### config.mk
export PLATFORM = sky130hd
export DESIGN_NAME = bormc_top
export DESIGN_NICKNAME = d
export VERILOG_FILES = /design/src/logic/bormc_pkg.sv /design/src/logic/bormc_sync.sv /design/src/logic/bormc_counter.sv /design/src/logic/bormc_top.sv
export SDC_FILE = /design/constraint.sdc
export NUM_CORES = 1
export LEC_CHECK = 0
export BUFFER_PORTS_ARGS = -buffer_cell sky130_fd_sc_hd__buf_4
export CORE_MARGIN = 1
export CORE_UTILIZATION = 45
export DETAILED_ROUTE_END_ITERATION = 10
export GPL_TIMING_DRIVEN = 0
export PLACE_DENSITY_LB_ADDON = 0.1
export SYNTH_ARGS = -nofsm -noshare
export SYNTH_HDL_FRONTEND = slang
export SYNTH_HIERARCHICAL = 1
export SYNTH_SLANG_ARGS = --single-unit
export TNS_END_PERCENT = 20
### constraint.sdc
create_clock -name sys_clk -period 5.8 [get_ports sys_clk]
set_input_delay 0.58 -clock sys_clk [delete_from_list [all_inputs] [get_ports sys_clk]]
set_output_delay 0.58 -clock sys_clk [all_outputs]
set_load 0.005 [all_outputs]
### src/logic/bormc_pkg.sv
package bormc_pkg;

  // clock rate and timing figures
  localparam int unsigned CLK_MHZ      = 125;
  localparam int unsigned POWERUP_DELAY_TIMER_TIME_MS = 64;
  localparam int unsigned POWERUP_DELAY_TIMER_CYC     = POWERUP_DELAY_TIMER_TIME_MS * 1000 * CLK_MHZ;
  localparam int unsigned FILT_TIME_NS = 1000;
  localparam int unsigned FILT_CYC     = (FILT_TIME_NS * CLK_MHZ + 999) / 1000;
  localparam int unsigned DLY_FOSC     = 10;
  localparam int unsigned DLY_CYC      = DLY_FOSC;
  localparam int unsigned SEQ_W        = 23;
  localparam int unsigned FILT_W       = 8;

  // register map
  localparam int unsigned ADDR_W   = 4;
  localparam logic [3:0]  OFS_CFG  = 4'h0;
  localparam logic [3:0]  OFS_CTL  = 4'h4;
  localparam logic [3:0]  OFS_STAT = 4'h8;
  localparam logic [3:0]  OFS_SEQ  = 4'hC;

  // control register bits
  localparam int unsigned CTL_SWEN_B = 0;
  localparam int unsigned CTL_RDY_B  = 1;
  localparam logic        SWEN_RST   = 1'h1;

  // status register bits
  localparam int unsigned STAT_W    = 8;
  localparam int unsigned STB_POR   = 0;
  localparam int unsigned STB_BOR   = 1;
  localparam int unsigned STB_MCLR  = 2;
  localparam int unsigned STB_WDT   = 3;
  localparam int unsigned STB_RI    = 4;
  localparam int unsigned STB_SOVF  = 5;
  localparam int unsigned STB_SUNF  = 6;
  localparam int unsigned STB_PEXIT = 7;
  localparam logic [7:0]  STAT_INV  = 8'h1F;
  localparam logic [7:0]  STAT_RST  = 8'h01;

  typedef enum logic [1:0] {
    MODE_OFF   = 2'b00,
    MODE_SW    = 2'b01,
    MODE_NOSLP = 2'b10,
    MODE_ON    = 2'b11
  } bormc_mode_t;

  typedef enum logic [2:0] {
    ST_HOLD  = 3'b000,
    ST_POWERUP_DELAY_TIMER  = 3'b001,
    ST_MCLR  = 3'b010,
    ST_DLY   = 3'b011,
    ST_GATE  = 3'b100,
    ST_RUN   = 3'b101,
    ST_SLEEP = 3'b110,
    ST_WAKE  = 3'b111
  } bormc_state_t;

  typedef struct packed {
    logic        lp_drop_en;
    logic        mclr_en;
    logic        powerup_delay_enable_n;
    logic        brownout_level_sel;
    bormc_mode_t brownout_mode_sel;
  } bormc_cfg_t;

  localparam int unsigned CFG_W   = $bits(bormc_cfg_t);
  localparam logic [5:0]  CFG_RST = 6'h1F;

  // analog comparator and pin levels, asynchronous
  typedef struct packed {
    logic por_low;
    logic bo_low_hi;
    logic bo_low_lo;
    logic lp_drop_low;
    logic bo_ready;
    logic mclr_n;
  } bormc_ana_t;

  // synchroniser start values, the pin idles high so no false pin reset
  localparam logic [5:0]  ANA_RST = 6'h01;

  // same-clock reset request pulses
  typedef struct packed {
    logic wdt_rst;
    logic reset_instr;
    logic stack_ovf;
    logic stack_unf;
    logic prog_exit;
  } bormc_evt_t;

endpackage

### src/logic/bormc_sync.sv
`timescale 1ns/1ps
module bormc_sync #(
  parameter int           W       = 6,
  parameter logic [W-1:0] RST_VAL = '0
) (
  input  wire logic         sys_clk,
  input  wire logic         rst_n,
  input  wire logic         ce,
  input  wire logic [W-1:0] din,
  output logic      [W-1:0] dout
);

  logic [W-1:0] meta_r;
  logic [W-1:0] sync_r;

  // two flops per bit, first stage feeds only the second
  genvar i;
  for (i = 0; i < W; i++) begin : g_bit
    logic meta_nxt;
    logic sync_nxt;
    always_comb begin
      meta_nxt = din[i];
      sync_nxt = meta_r[i];
    end
    always_ff @(posedge sys_clk) begin
      if (!rst_n) begin
        meta_r[i] <= RST_VAL[i];
        sync_r[i] <= RST_VAL[i];
      end else if (ce) begin
        meta_r[i] <= meta_nxt;
        sync_r[i] <= sync_nxt;
      end
    end
  end

  assign dout = sync_r;

endmodule

### src/logic/bormc_counter.sv
`timescale 1ns/1ps
module bormc_counter #(
  parameter int W = 8
) (
  input  wire logic         sys_clk,
  input  wire logic         rst_n,
  input  wire logic         ce,
  input  wire logic         clr,
  input  wire logic [W-1:0] limit,
  output logic      [W-1:0] count,
  output logic              done
);

  logic [W-1:0] cnt_r;
  logic [W-1:0] cnt_nxt;

  // count up from clear, park at the limit
  always_comb begin
    cnt_nxt = cnt_r;
    if (clr)
      cnt_nxt = '0;
    else if (!done)
      cnt_nxt = cnt_r + 1'h1;
  end

  always_ff @(posedge sys_clk) begin
    if (!rst_n)
      cnt_r <= '0;
    else if (ce)
      cnt_r <= cnt_nxt;
  end

  assign done  = (cnt_r >= limit);
  assign count = cnt_r;

endmodule

### src/logic/bormc_top.sv
`timescale 1ns/1ps
module bormc_top #(
  parameter int unsigned POWERUP_DELAY_TIMER_CYC = bormc_pkg::POWERUP_DELAY_TIMER_CYC
) (
  input  wire logic                          sys_clk,
  input  wire logic                          rst_n,
  input  wire logic                          ce,
  input  wire bormc_pkg::bormc_ana_t         ana,
  input  wire bormc_pkg::bormc_evt_t         evt,
  input  wire logic                          sleep_req,
  input  wire logic                          wake_req,
  input  wire logic                          psel,
  input  wire logic                          penable,
  input  wire logic                          pwrite,
  input  wire logic [bormc_pkg::ADDR_W-1:0]  paddr,
  input  wire logic [31:0]                   pwdata,
  output logic      [31:0]                   prdata,
  output logic                               pready,
  output logic                               pslverr,
  output logic                               core_reset,
  output logic                               core_run,
  output logic                               bo_enable,
  output logic                               brownout_ready
);

  bormc_pkg::bormc_ana_t   as;
  bormc_pkg::bormc_cfg_t   cfg_r, cfg_nxt;
  bormc_pkg::bormc_state_t state_r, state_nxt;
  bormc_pkg::bormc_mode_t  mode;
  logic                         sw_en_r, sw_en_nxt;
  logic [bormc_pkg::STAT_W-1:0] occ_r, occ_nxt, ev_vec, w1c;
  logic                         cause_pb_r, cause_pb_nxt;
  logic                         mclr_seen_r, mclr_seen_nxt;
  logic                         core_reset_r, core_reset_nxt;
  logic                         core_run_r, core_run_nxt;
  logic                         bo_en_r, rdy_r;
  logic [31:0]                  prdata_r, prdata_nxt, rdata;
  logic                         unmapped, wr;
  logic                         bor_act, bor_low, bor_rdy, ok_supply, sw_force;
  logic                         bor_trip, lp_trip, bor_gen, mclr_low, evt_any, hold_any;
  logic                         need_powerup_delay_timer, start_wait, wake_wait, filt_clr, filt_done;
  logic                         seq_clr, seq_done;
  logic [bormc_pkg::FILT_W-1:0] filt_cnt;
  logic [bormc_pkg::SEQ_W-1:0]  seq_cnt, seq_lim;

  // comparator levels and the pin into the clock domain
  bormc_sync #(
    .W       ($bits(bormc_pkg::bormc_ana_t)),
    .RST_VAL (bormc_pkg::ANA_RST)
  ) u_sync (
    .sys_clk (sys_clk),
    .rst_n   (rst_n),
    .ce      (ce),
    .din     (ana),
    .dout    (as)
  );

  // supply-low filter
  bormc_counter #(
    .W (bormc_pkg::FILT_W)
  ) u_filt (
    .sys_clk (sys_clk),
    .rst_n   (rst_n),
    .ce      (ce),
    .clr     (filt_clr),
    .limit   (bormc_pkg::FILT_W'(bormc_pkg::FILT_CYC)),
    .count   (filt_cnt),
    .done    (filt_done)
  );

  // power-up timer and post-pin delay share one counter
  bormc_counter #(
    .W (bormc_pkg::SEQ_W)
  ) u_seq (
    .sys_clk (sys_clk),
    .rst_n   (rst_n),
    .ce      (ce),
    .clr     (seq_clr),
    .limit   (seq_lim),
    .count   (seq_cnt),
    .done    (seq_done)
  );

  // protection enable per mode
  always_comb begin
    mode     = cfg_r.brownout_mode_sel;
    sw_force = (mode == bormc_pkg::MODE_SW) && cause_pb_r && (state_r == bormc_pkg::ST_WAKE);
    case (mode)
      bormc_pkg::MODE_ON:    bor_act = 1'h1;
      bormc_pkg::MODE_NOSLP: bor_act = (state_r != bormc_pkg::ST_SLEEP);
      bormc_pkg::MODE_SW:    bor_act = sw_en_r || sw_force;
      default:               bor_act = 1'h0;
    endcase
  end

  // trip detection and request merge
  always_comb begin
    bor_low   = cfg_r.brownout_level_sel ? as.bo_low_lo : as.bo_low_hi;
    bor_rdy   = bor_act && as.bo_ready;
    ok_supply = bor_rdy && !bor_low;
    filt_clr  = !(bor_act && bor_low);
    bor_trip  = filt_done && !filt_clr;
    lp_trip   = cfg_r.lp_drop_en && as.lp_drop_low;
    bor_gen   = bor_trip || lp_trip;
    mclr_low  = cfg_r.mclr_en && !as.mclr_n;
    evt_any   = |evt;
    hold_any  = as.por_low || bor_gen || evt_any;
    need_powerup_delay_timer = cause_pb_r && !cfg_r.powerup_delay_enable_n;
  end

  // start and wake gating
  always_comb begin
    case (mode)
      bormc_pkg::MODE_ON:    start_wait = !ok_supply;
      bormc_pkg::MODE_NOSLP: start_wait = !ok_supply;
      bormc_pkg::MODE_SW:    start_wait = sw_en_r && !ok_supply;
      default:               start_wait = 1'h0;
    endcase
    case (mode)
      bormc_pkg::MODE_ON:    wake_wait = 1'h0;
      bormc_pkg::MODE_NOSLP: wake_wait = !ok_supply;
      bormc_pkg::MODE_SW:    wake_wait = (sw_en_r || cause_pb_r) && !ok_supply;
      default:               wake_wait = 1'h0;
    endcase
  end

  // reset and start sequencer
  always_comb begin
    state_nxt = state_r;
    case (state_r)
      bormc_pkg::ST_HOLD:
        state_nxt = need_powerup_delay_timer ? bormc_pkg::ST_POWERUP_DELAY_TIMER : bormc_pkg::ST_MCLR;
      bormc_pkg::ST_POWERUP_DELAY_TIMER:
        if (seq_done)
          state_nxt = bormc_pkg::ST_MCLR;
      bormc_pkg::ST_MCLR:
        if (!mclr_low)
          state_nxt = mclr_seen_r ? bormc_pkg::ST_DLY : bormc_pkg::ST_GATE;
      bormc_pkg::ST_DLY:
        if (seq_done)
          state_nxt = bormc_pkg::ST_GATE;
      bormc_pkg::ST_GATE:
        if (!start_wait)
          state_nxt = bormc_pkg::ST_RUN;
      bormc_pkg::ST_RUN:
        if (sleep_req)
          state_nxt = bormc_pkg::ST_SLEEP;
      bormc_pkg::ST_SLEEP:
        if (wake_req)
          state_nxt = bormc_pkg::ST_WAKE;
      default:
        if (!wake_wait)
          state_nxt = bormc_pkg::ST_RUN;
    endcase
    // the timer keeps running while the pin alone is low
    if (hold_any)
      state_nxt = bormc_pkg::ST_HOLD;
    else if (mclr_low && (state_r > bormc_pkg::ST_MCLR))
      state_nxt = bormc_pkg::ST_HOLD;
    seq_clr        = (state_nxt != state_r);
    seq_lim        = (state_r == bormc_pkg::ST_POWERUP_DELAY_TIMER) ? bormc_pkg::SEQ_W'(POWERUP_DELAY_TIMER_CYC - 1)
                                                     : bormc_pkg::SEQ_W'(bormc_pkg::DLY_CYC - 1);
    mclr_seen_nxt  = mclr_low || (mclr_seen_r && (state_r != bormc_pkg::ST_GATE));
    cause_pb_nxt   = cause_pb_r;
    if (as.por_low || bor_gen)
      cause_pb_nxt = 1'h1;
    else if (evt_any || mclr_low)
      cause_pb_nxt = 1'h0;
    core_reset_nxt = (state_nxt <= bormc_pkg::ST_DLY);
    core_run_nxt   = (state_nxt == bormc_pkg::ST_RUN);
  end

  always_ff @(posedge sys_clk) begin
    if (!rst_n) begin
      state_r      <= bormc_pkg::ST_HOLD;
      mclr_seen_r  <= 1'h0;
      cause_pb_r   <= 1'h1;
      core_reset_r <= 1'h1;
      core_run_r   <= 1'h0;
      bo_en_r      <= 1'h0;
      rdy_r        <= 1'h0;
    end else if (ce) begin
      state_r      <= state_nxt;
      mclr_seen_r  <= mclr_seen_nxt;
      cause_pb_r   <= cause_pb_nxt;
      core_reset_r <= core_reset_nxt;
      core_run_r   <= core_run_nxt;
      bo_en_r      <= bor_act;
      rdy_r        <= bor_rdy;
    end
  end

  // register read decode and write strobes
  always_comb begin
    unmapped = 1'h0;
    rdata    = '0;
    if (paddr == bormc_pkg::OFS_CFG)
      rdata = 32'(cfg_r);
    else if (paddr == bormc_pkg::OFS_CTL) begin
      rdata[bormc_pkg::CTL_SWEN_B] = sw_en_r;
      rdata[bormc_pkg::CTL_RDY_B]  = rdy_r;
    end else if (paddr == bormc_pkg::OFS_STAT)
      rdata = 32'(occ_r ^ bormc_pkg::STAT_INV);
    else if (paddr == bormc_pkg::OFS_SEQ)
      rdata = 32'({state_r, core_run_r, core_reset_r});
    else
      unmapped = 1'h1;
    wr         = psel && penable && pwrite && ce && !unmapped;
    prdata_nxt = (psel && !penable) ? rdata : prdata_r;
    cfg_nxt    = cfg_r;
    sw_en_nxt  = sw_en_r;
    w1c        = '0;
    if (wr && (paddr == bormc_pkg::OFS_CFG))
      cfg_nxt = bormc_pkg::bormc_cfg_t'(pwdata[bormc_pkg::CFG_W-1:0]);
    if (wr && (paddr == bormc_pkg::OFS_CTL))
      sw_en_nxt = pwdata[bormc_pkg::CTL_SWEN_B];
    if (wr && (paddr == bormc_pkg::OFS_STAT))
      w1c = pwdata[bormc_pkg::STAT_W-1:0];
  end

  // reset cause flags, a new event wins over a rearm write
  always_comb begin
    ev_vec                       = '0;
    ev_vec[bormc_pkg::STB_POR]   = as.por_low;
    ev_vec[bormc_pkg::STB_BOR]   = bor_gen;
    ev_vec[bormc_pkg::STB_MCLR]  = mclr_low;
    ev_vec[bormc_pkg::STB_WDT]   = evt.wdt_rst;
    ev_vec[bormc_pkg::STB_RI]    = evt.reset_instr;
    ev_vec[bormc_pkg::STB_SOVF]  = evt.stack_ovf;
    ev_vec[bormc_pkg::STB_SUNF]  = evt.stack_unf;
    ev_vec[bormc_pkg::STB_PEXIT] = evt.prog_exit;
    occ_nxt                      = (occ_r & ~w1c) | ev_vec;
  end

  always_ff @(posedge sys_clk) begin
    if (!rst_n) begin
      cfg_r    <= bormc_pkg::bormc_cfg_t'(bormc_pkg::CFG_RST);
      sw_en_r  <= bormc_pkg::SWEN_RST;
      occ_r    <= bormc_pkg::STAT_RST;
      prdata_r <= '0;
    end else if (ce) begin
      cfg_r    <= cfg_nxt;
      sw_en_r  <= sw_en_nxt;
      occ_r    <= occ_nxt;
      prdata_r <= prdata_nxt;
    end
  end

  // outputs
  assign prdata         = prdata_r;
  assign pready         = ce;
  assign pslverr        = psel && penable && unmapped;
  assign core_reset     = core_reset_r;
  assign core_run       = core_run_r;
  assign bo_enable      = bo_en_r;
  assign brownout_ready = rdy_r;
endmodule

==> results.yml, run 1 <==
timing:
  final.period_utilization: 0.9088
  period_needed_ns: 5.271
  fin_tns_setup_ns: 0
  slew_viol_final: 0
  hold_viol: 0
  worstMarginPinSlew_ns: 0.6026
  rsz0062_at_grt: "no"
  max_freq_ghz: 0.1897
  setup_violations: 0
  skew_ns: 0.01754
  maxSlewHeadroom: 0.5961
critical_path:
  worstSetupStartpointType: "flip-flop"
  cpLargestDelayFamily: "simple AND/OR/NAND/NOR gates"
  cp.required_ns: 6.05
  setup.worst_path.end_class: "flip-flop"
  slowest_delay_ns: 0.59
  startpoint: "state_r[2]$_SDFFE_PN0P_"
  arrival_ns: 5.52
  cp_max_fo: 13
  path_buf_inv: 6
  cpMaxStageDelayCell: "nor3_4"
  worstSetupPathType: "flip-flop to flip-flop"
  crit_chain: "buf_4, clkbuf_1, nor3_4, inv_1, ha_1, nand4_1, nor4_1, a22oi_2, and3_1, inv_2, o21ai_0, o311ai_0, o211a_1, xor2_1, a211o_1, inv_1, nand2_1, clkbuf_1, nor2_1, o21ai_0, o31ai_2"
  rr_startpoint: "state_r[2]$_SDFFE_PN0P_"
yosys:
  synth_ff_type: "dfxtp_1"
  synth_top_area_share: 0.2995
  synth.distinct_cells: 76
  synth_edf_count: 0
  yosysSeqAreaShare: 0.2995
  synth_warnings: 6
  post-synth-top-area-cell: "dfxtp_1"
  ys_ff_latch: 75
  synthTopCellsByArea: "dfxtp_1 (30%), ha_1 (9.2%), nand2_1 (4.9%)"
  synthCells: 609
  synthArstFlopShare: 0
  avgSynthCellArea_sq_um: 8.232
  syn_area_sq_um: 5014
detailed_routing:
  wl_per_cell_microns: 13.98
  wl_microns: 11850
  viasPerCell: 5.361
  drt_iter0_drc: 279
  dr.pass1.iters: 5
  route.detailed.drc: 0
  vias: 4546
  antenna_left: 0
die:
  die_h_microns: 107.6
  initial_core_util: 0.4625
  die_w_microns: 107.6
  placementRows: 38
  io_pins: 93
  dieArea_sq_um: 11570
  core-area_sq_um: 10840
cells_and_area:
  layoutNonFillerInstCount: 848
  fin_util: 0.5434
  area.growth.synth_to_final_pct: 17.49
  layout-drive-gt1-share: 0.1638
  nets: 795
  insertedDiodeCount: 0
power_and_ir_drop:
  seqPwrFrac: 0.478
  vdd_drop_max_mv: 0.1302
  powerDensity_nw_per_um2: 189.2
  p_int_w: 0.0008291
  pwr-share-comb: 0.116
  swShare: 0.2559
  p_leak_nw: 2.513
  p_sw_w: 0.0002852
  pwr-share-clk: 0.406
flow_run:
  drv_cap: 0
place:
  dp_cells: 832
  place.port_buffers: 43
  dp_hpwl_microns: 8783
  place.gp.congestion: 0.8582
clock_network:
  cts_root_buffer: "clkbuf_8"
  cts.sinks: 75
  clkLatencyLatePin_ns: 0.37
  h-tree-depth: 3
  cts_made_buffers: 9
  path_clk_slew_ns: 0.08
  ctsHoldBuffers: 0
  cts_tree: "yes"
  clk_path_buf_depth: 2
worst_hold_path:
  hp-class: "input port to flip-flop"
  hp-start: "ana[0]"
grt:
  track_usage: 0.2146
  overflow: 0
  antenna_found_initial: 0
  grt_pass1_vias: 4156
  grt_pass1_wl_microns: 19600
  grt_max_degree: 20
status:
  status: "finished, final reports clean"
## power groups by stage
stage	registers [W]	logic (W)	clock network, W
6_report	0.000533	0.000129	0.000452
5_1_grt	0.000534	0.000145	0.000482
4_1_cts	0.000533	0.000129	0.000462
3_5_place_dp	0.000545	0.000128	0
3_3_place_gp	0.000544	0.000126	0
2_1_floorplan	0.000543	0.0000846	0
## per-layer routing
layer / share of wire / routed length (microns) / global-route usage
met1: 0.48 / 5715 / 0.2908
met2: 0.45 / 5334 / 0.3375
met3: 0.056 / 662 / 0.04177
met4: 0.012 / 140 / 0.07632
met5: 0 / 0 / 0
## synth_stat cells, types with 15 or more instances
cell / instances
nand3_1: 27
clkbuf_1: 16
nand2_1: 66
dfxtp_1: 75
buf_4: 26
ha_1: 37
nor2_1: 28
a21oi_1: 15
nor2b_1: 32
o21ai_0: 38
mux2i_1: 24
inv_1: 47
nand2b_1: 16
## final cells by class
type                    count  area (sq um)
fillers                  1039          4950
well taps                 140         175.2
flip-flops and latches     75          1501
repair buffers             43         322.8
inverters                  49         186.4
clock buffers              10         127.6
clock inverters             6         90.09
multi-input cells         479          3199
plain buffers              46         287.8
## what timing repair did
action / CTS / global route
endpoints found under the setup margin: 0 / 10
setup buffers: 0 / 0
gates resized for setup: 0 / 1
## sequential cells by signal (all words and copies together), names as in the netlist
signal,count
u_sync/dout,6
cause_pb_r,1
state_r,3
bo_enable,1
mode,2
u_seq/count,23
mclr_seen_r,1
u_filt/count,8
core_run,1
prdata,8
cfg_r,4
occ_r,8
core_reset,1
brownout_ready,1
u_sync/g_bit.sync_nxt,6
sw_en_r,1
## final timing paths
| path | cells past startpoint | to | slack (ns) |
|---|---|---|---|
| setup / recovery | 21 | u_seq/count[15]$_SDFFE_PN0P_ | 0.53 |
| hold / removal | 3 | u_sync/g_bit[0].sync_nxt$_SDFFE_PN1P_ | 0.43 |
| setup reg to reg | 21 | u_seq/count[15]$_SDFFE_PN0P_ | 0.53 |
| hold reg to reg | 2 | prdata[7]$_SDFFE_PN0P_ | 0.47 |
## cell usage in the layout (no fill, tap or decap), drive strengths merged, types with 4 or more instances in the layout
cell    synthesis  final
a21boi          4      4
a21o            4      4
a21oi          16     16
a221oi          5      5
a22oi          12     12
a31oi          10     10
and2            6      6
and3           12     12
buf            30     73
clkbuf         16     26
conb            2     42
dfxtp          75     75
ha             37     37
inv            49     49
mux2i          24     24
nand2          66     66
nand2b         17     17
nand3          29     29
nand4          11     11
nor2           28     28
nor2b          32     32
nor3            8      8
nor4            6      6
o21ai          43     43
o311ai          4      4
o31a            5      5
o31ai           9      9
o41ai           5      5
## per-stage QoR
stage | power, W | hold slack, ns | setup WS (ns) | area [sq um]
floorplan | 0.0006271 | 0.4373 | 1.234 | 5164
global placement | 0.0006704 | 0.4486 | -0.006980 | 5662
detailed placement | 0.0006732 | 0.4591 | 0.4386 | 5667
CTS | 0.001124 | 0.4159 | 0.3349 | 5884
global route | 0.001160 | 0.4245 | 0.1301 | 5891
finish | 0.001114 | 0.4260 | 0.5291 | 5891
## logic make-up (layout without fill, tap and decap cells)
group	Yosys count	in the layout	synth area share
simple gates	236	236	0.2573
compound gates	137	137	0.2017
buf+inv	95	154	0.09459
flops	75	75	0.2995
fa+ha+maj	37	37	0.09234
mux	24	24	0.04792
xor+xnor	3	3	0.005242
other cells	2	42	0.001498
## worst min-delay path, cell delays in order
cell,delay (ns)
buf_4,0.08
mux2i_1,0.05
nand2_1,0.06
No activity file was read; power rests on OpenSTA's default activity.
==> run 2: changes to the inputs <==
==> constraint.sdc (replaced) <==
create_clock -name sys_clk -period 4.6 [get_ports sys_clk]
set_input_delay 0.46 -clock sys_clk [delete_from_list [all_inputs] [get_ports sys_clk]]
set_output_delay 0.46 -clock sys_clk [all_outputs]
set_load 0.005 [all_outputs]
==> results.yml, run 2 (synthesis results as in run 1) <==
clock_network:
  ctsHoldBuffers: 0
  clk_path_buf_depth: 2
  cts.sinks: 75
  cts_root_buffer: "clkbuf_8"
  cts_tree: "yes"
  path_clk_slew_ns: 0.08
  h-tree-depth: 3
  cts_made_buffers: 9
  clkLatencyLatePin_ns: 0.37
worst_hold_path:
  hp-class: "input port to flip-flop"
  hold_depth: 3
grt:
  grt_pass1_vias: 4181
  grt_pass1_wl_microns: 19790
  track_usage: 0.2167
  antenna_found_initial: 0
  grt_max_degree: 20
  overflow: 0
place:
  place.gp.congestion: 0.8582
  place.port_buffers: 43
  dp_cells: 832
  dp_hpwl_microns: 8783
power_and_ir_drop:
  p_leak_nw: 2.569
  powerDensity_nw_per_um2: 235.2
  vdd_drop_max_mv: 0.1674
detailed_routing:
  antenna_left: 0
  wl_microns: 11910
  viasPerCell: 5.380
  drt_iter0_drc: 221
  route.detailed.drc: 0
  wl_per_cell_microns: 13.92
  dr.pass1.iters: 5
  vias: 4605
cells_and_area:
  layout-drive-gt1-share: 0.1844
  area.growth.synth_to_final_pct: 19.44
  largest_reg_flops: 23
  insertedDiodeCount: 0
  layout_common_cells: "buf_4 (80), dfxtp_1 (75), nand2_1 (65)"
  layoutNonFillerInstCount: 856
  final_common_cell: "buf_4"
  nets: 803
  fin_util: 0.5524
critical_path:
  worstSetupStartpointType: "flip-flop"
  cp_max_fo: 10
  ff2ff_path_depth: 22
  arrival_ns: 4.60
  cp.required_ns: 4.86
  setup.worst_path.end_class: "flip-flop"
  worstSetupPathType: "flip-flop to flip-flop"
timing:
  worstMarginPinSlew_ns: 0.6078
  fin_tns_setup_ns: 0
  slew_viol_final: 0
  rsz0062_at_grt: "no"
  maxSlewHeadroom: 0.5926
  setup_violations: 0
  final.period_utilization: 0.9434
  period_needed_ns: 4.340
  skew_ns: 0.01126
  max_freq_ghz: 0.2304
  hold_viol: 0
die:
  die_h_microns: 107.6
  dieArea_sq_um: 11570
  io_pins: 93
  die_w_microns: 107.6
  initial_core_util: 0.4625
  placementRows: 38
  core-area_sq_um: 10840
status:
  status: "finished, final reports clean"
flow_run:
  drv_cap: 0
[run 2: path summary, 6_finish.rpt]
check,from,to,slack (ns)
worst max-delay path,state_r[2]$_SDFFE_PN0P_,u_seq/count[17]$_SDFFE_PN0P_,0.26
worst min-delay path,ana[0],u_sync/g_bit[0].sync_nxt$_SDFFE_PN1P_,0.31
worst max register to register,state_r[2]$_SDFFE_PN0P_,u_seq/count[17]$_SDFFE_PN0P_,0.26
worst min register to register,prdata[7]$_SDFFE_PN0P_,prdata[7]$_SDFFE_PN0P_,0.47
[run 2: area by class of cell]
cell class	count	area [sq um]
plain buffers	45	291.5
flip-flops and latches	75	1501
clock buffers	10	127.6
well taps	140	175.2
clock inverters	6	90.09
fillers	1032	4852
repair buffers	52	390.4
inverters	49	186.4
multi-input cells	479	3226
[run 2: report_power, final]
part	internal [W]	switching, W
clock	0.000306	0.000261
sequential	0.000662	0.00000971
combinational	0.0000812	0.0000881
[run 2: layer usage]
layer / routed length, microns / GRT usage / vias up
met2: 5384 / 0.3397 / 101
met1: 5816 / 0.2936 / 2167
met3: 514 / 0.04298 / 15
met4: 197 / 0.07828 / 0
met5: 0 / 0 / -
li1: - / - / 2322
[run 2: stage by stage]
step / power [W] / hold slack, ns / worst slack [ns] / area, sq um
floorplan: 0.0007907 / 0.4373 / 0.03361 / 5164
global placement: 0.0008452 / 0.4486 / -1.207 / 5662
detailed placement: 0.0008488 / 0.4591 / -0.7614 / 5667
CTS: 0.001418 / 0.2959 / 0.04965 / 5937
global route: 0.001472 / 0.3045 / 0.002570 / 5988
finish: 0.001408 / 0.3057 / 0.2604 / 5988
[run 2: what timing repair did]
| item | CTS | global route |
|---|---|---|
| gates resized for setup | 8 | 9 |
| buffers inserted | 3 | 6 |
| pin swaps | 2 | 3 |
| setup endpoints to repair | 21 | 20 |
[run 2: worst max-delay path, cell delays in order, from the launching register on]
cell and delay (ns):
dfxtp_1 0.30, buf_4 0.16, buf_2 0.19, nor3_4 0.19, buf_4 0.19, inv_1 0.05
ha_1 0.30, nand4_1 0.14, nor4_2 0.38, a22oi_2 0.14, and3_2 0.25, inv_2 0.11
o21ai_0 0.08, o311ai_0 0.29, o211a_1 0.26, xor2_1 0.08, a211o_1 0.29, nand2_1 0.09
nand2_1 0.13, a21oi_4 0.22, buf_4 0.21, o21ai_0 0.11, o41ai_1 0.07
==> run 3: changes to the inputs <==
==> constraint.sdc (replaced) <==
create_clock -name sys_clk -period 4.4 [get_ports sys_clk]
set_input_delay 0.44 -clock sys_clk [delete_from_list [all_inputs] [get_ports sys_clk]]
set_output_delay 0.44 -clock sys_clk [all_outputs]
set_load 0.005 [all_outputs]
==> results.yml, run 3 (synthesis results as in run 1) <==
place:
  dp_cells: 832
  dp_hpwl_microns: 8922
  place.port_buffers: 43
  place.gp.congestion: 0.8118
cells_and_area:
  final_common_cell: "buf_4"
  layout_common_cells: "buf_4 (75), dfxtp_1 (74), nand2_1 (64)"
  insertedDiodeCount: 0
  layout-drive-gt1-share: 0.1911
  area.growth.synth_to_final_pct: 20.91
  largest_reg_flops: 23
  nets: 804
  fill_cells: 1034
  layoutNonFillerInstCount: 857
power_and_ir_drop:
  p_leak_nw: 2.578
  powerDensity_nw_per_um2: 235.8
  vdd_drop_max_mv: 0.1654
die:
  dieArea_sq_um: 11570
  placementRows: 38
  io_pins: 93
  die_h_microns: 107.6
  die_w_microns: 107.6
  initial_core_util: 0.4625
  core-area_sq_um: 10840
timing:
  maxSlewHeadroom: 0.5740
  max_freq_ghz: 0.2393
  setup_violations: 0
  worstMarginPinSlew_ns: 0.6389
  final.period_utilization: 0.9495
  period_needed_ns: 4.178
  slew_viol_final: 0
  hold_ws_ns: 0.3024
  skew_ns: 0.01087
  hold_viol: 0
  rsz0062_at_grt: "yes"
detailed_routing:
  drt_iter0_drc: 216
  route.detailed.drc: 0
  wl_microns: 12260
  wl_per_cell_microns: 14.30
  vias: 4578
  viasPerCell: 5.342
  dr.pass1.iters: 5
  antenna_left: 0
critical_path:
  slowest_delay_ns: 0.34
  worstSetupStartpointType: "flip-flop"
  cp_max_fo: 10
  cp.required_ns: 4.67
  path_buf_inv: 6
  arrival_ns: 4.45
  cpMaxStageDelayCell: "a211o_1"
  crit_chain: "buf_4, buf_4, nor3_4, clkbuf_16, inv_1, ha_1, a21o_1, a31oi_1, o21ai_1, a22oi_2, and3_4, inv_4, nand2_1, o311ai_2, o311ai_1, o211a_1, xor2_1, a211o_1, nand2_1, nand2_2, a21oi_4, buf_6, o21ai_0, o31ai_2"
  cpLargestDelayFamily: "compound AO/OA/AOI/OAI gates"
  worstSetupPathType: "flip-flop to flip-flop"
  setup.worst_path.end_class: "flip-flop"
clock_network:
  cts_root_buffer: "clkbuf_8"
  path_clk_slew_ns: 0.08
  cts_made_buffers: 9
  clk_path_buf_depth: 2
  cts.sinks: 75
  h-tree-depth: 3
  clkLatencyLatePin_ns: 0.35
  ctsHoldBuffers: 0
  cts_tree: "yes"
grt:
  grt_pass1_wl_microns: 19890
  grt_max_degree: 20
  antenna_found_initial: 0
  track_usage: 0.2182
  overflow: 0
  grt_pass1_vias: 4276
status:
  status: "finished, final reports clean"
worst_hold_path:
  hp-class: "input port to flip-flop"
flow_run:
  drv_cap: 0
-- run 3: metal layers --
layer | global-route usage | wire, microns | vias to the layer above
met5 | 0 | 0 | -
met4 | 0.08513 | 271 | 0
met3 | 0.03692 | 447 | 23
met2 | 0.3819 | 6015 | 113
met1 | 0.2644 | 5521 | 2121
li1 | - | - | 2321
-- run 3: cell type report --
| class | count | area, sq um | area share |
|---|---|---|---|
| multi-input cells | 479 | 3252 | 0.5364 |
| flip-flops and latches | 75 | 1503 | 0.2479 |
| clock inverters | 5 | 61.31 | 0.01011 |
| repair buffers | 53 | 439.2 | 0.07245 |
| plain buffers | 45 | 301.5 | 0.04974 |
| well taps | 140 | 175.2 | 0.02890 |
| clock buffers | 11 | 141.4 | 0.02332 |
| inverters | 49 | 188.9 | 0.03117 |
-- run 3: worst min-delay path, cell delays in order --
cell and delay (ns):
buf_4 0.08, mux2i_1 0.05, nand2_1 0.05
-- run 3: per-stage QoR --
| stage | TNS, ns | instance area [sq um] | worst slack, ns | power (W) | utilization |
|---|---|---|---|---|---|
| finish | 0 | 6062 | 0.2220 | 0.001429 | 0.5592 |
| global route | -0.02301 | 6062 | -0.01444 | 0.001500 | 0.5592 |
| CTS | 0 | 5949 | 0.02130 | 0.001440 | 0.5488 |
| detailed placement | -16.55 | 5667 | -0.9880 | 0.0008867 | 0.5227 |
| global placement | -16.47 | 5667 | -0.9543 | 0.0008836 | 0.5227 |
| floorplan | 0 | 5169 | 0.1058 | 0.0008266 | - |
-- run 3: worst paths after layout --
check                                              from                      endpoint  cells past startpoint  slack [ns]
worst min register to register   prdata[6]$_SDFFE_PN0P_        prdata[6]$_SDFFE_PN0P_                      2        0.48
worst min-delay path                          pwdata[4]         cfg_r[4]$_SDFFE_PN1P_                      3        0.30
worst max register to register  state_r[2]$_SDFFE_PN0P_  u_seq/count[11]$_SDFFE_PN0P_                     24        0.22
worst max-delay path            state_r[2]$_SDFFE_PN0P_  u_seq/count[11]$_SDFFE_PN0P_                     24        0.22
-- run 3: repair_timing --
item / 4_1_cts / 5_1_grt
pin swaps: 4 / 11
gates cloned: 0 / 2
buffers inserted: 5 / 3
gates resized for setup: 10 / 23
endpoints found under the setup margin: 23 / 21
-- run 3: where the power goes --
part	switching (W)	internal [W]
clock network	0.000269	0.000280
registers	0.0000105	0.000692
logic	0.0000923	0.0000859
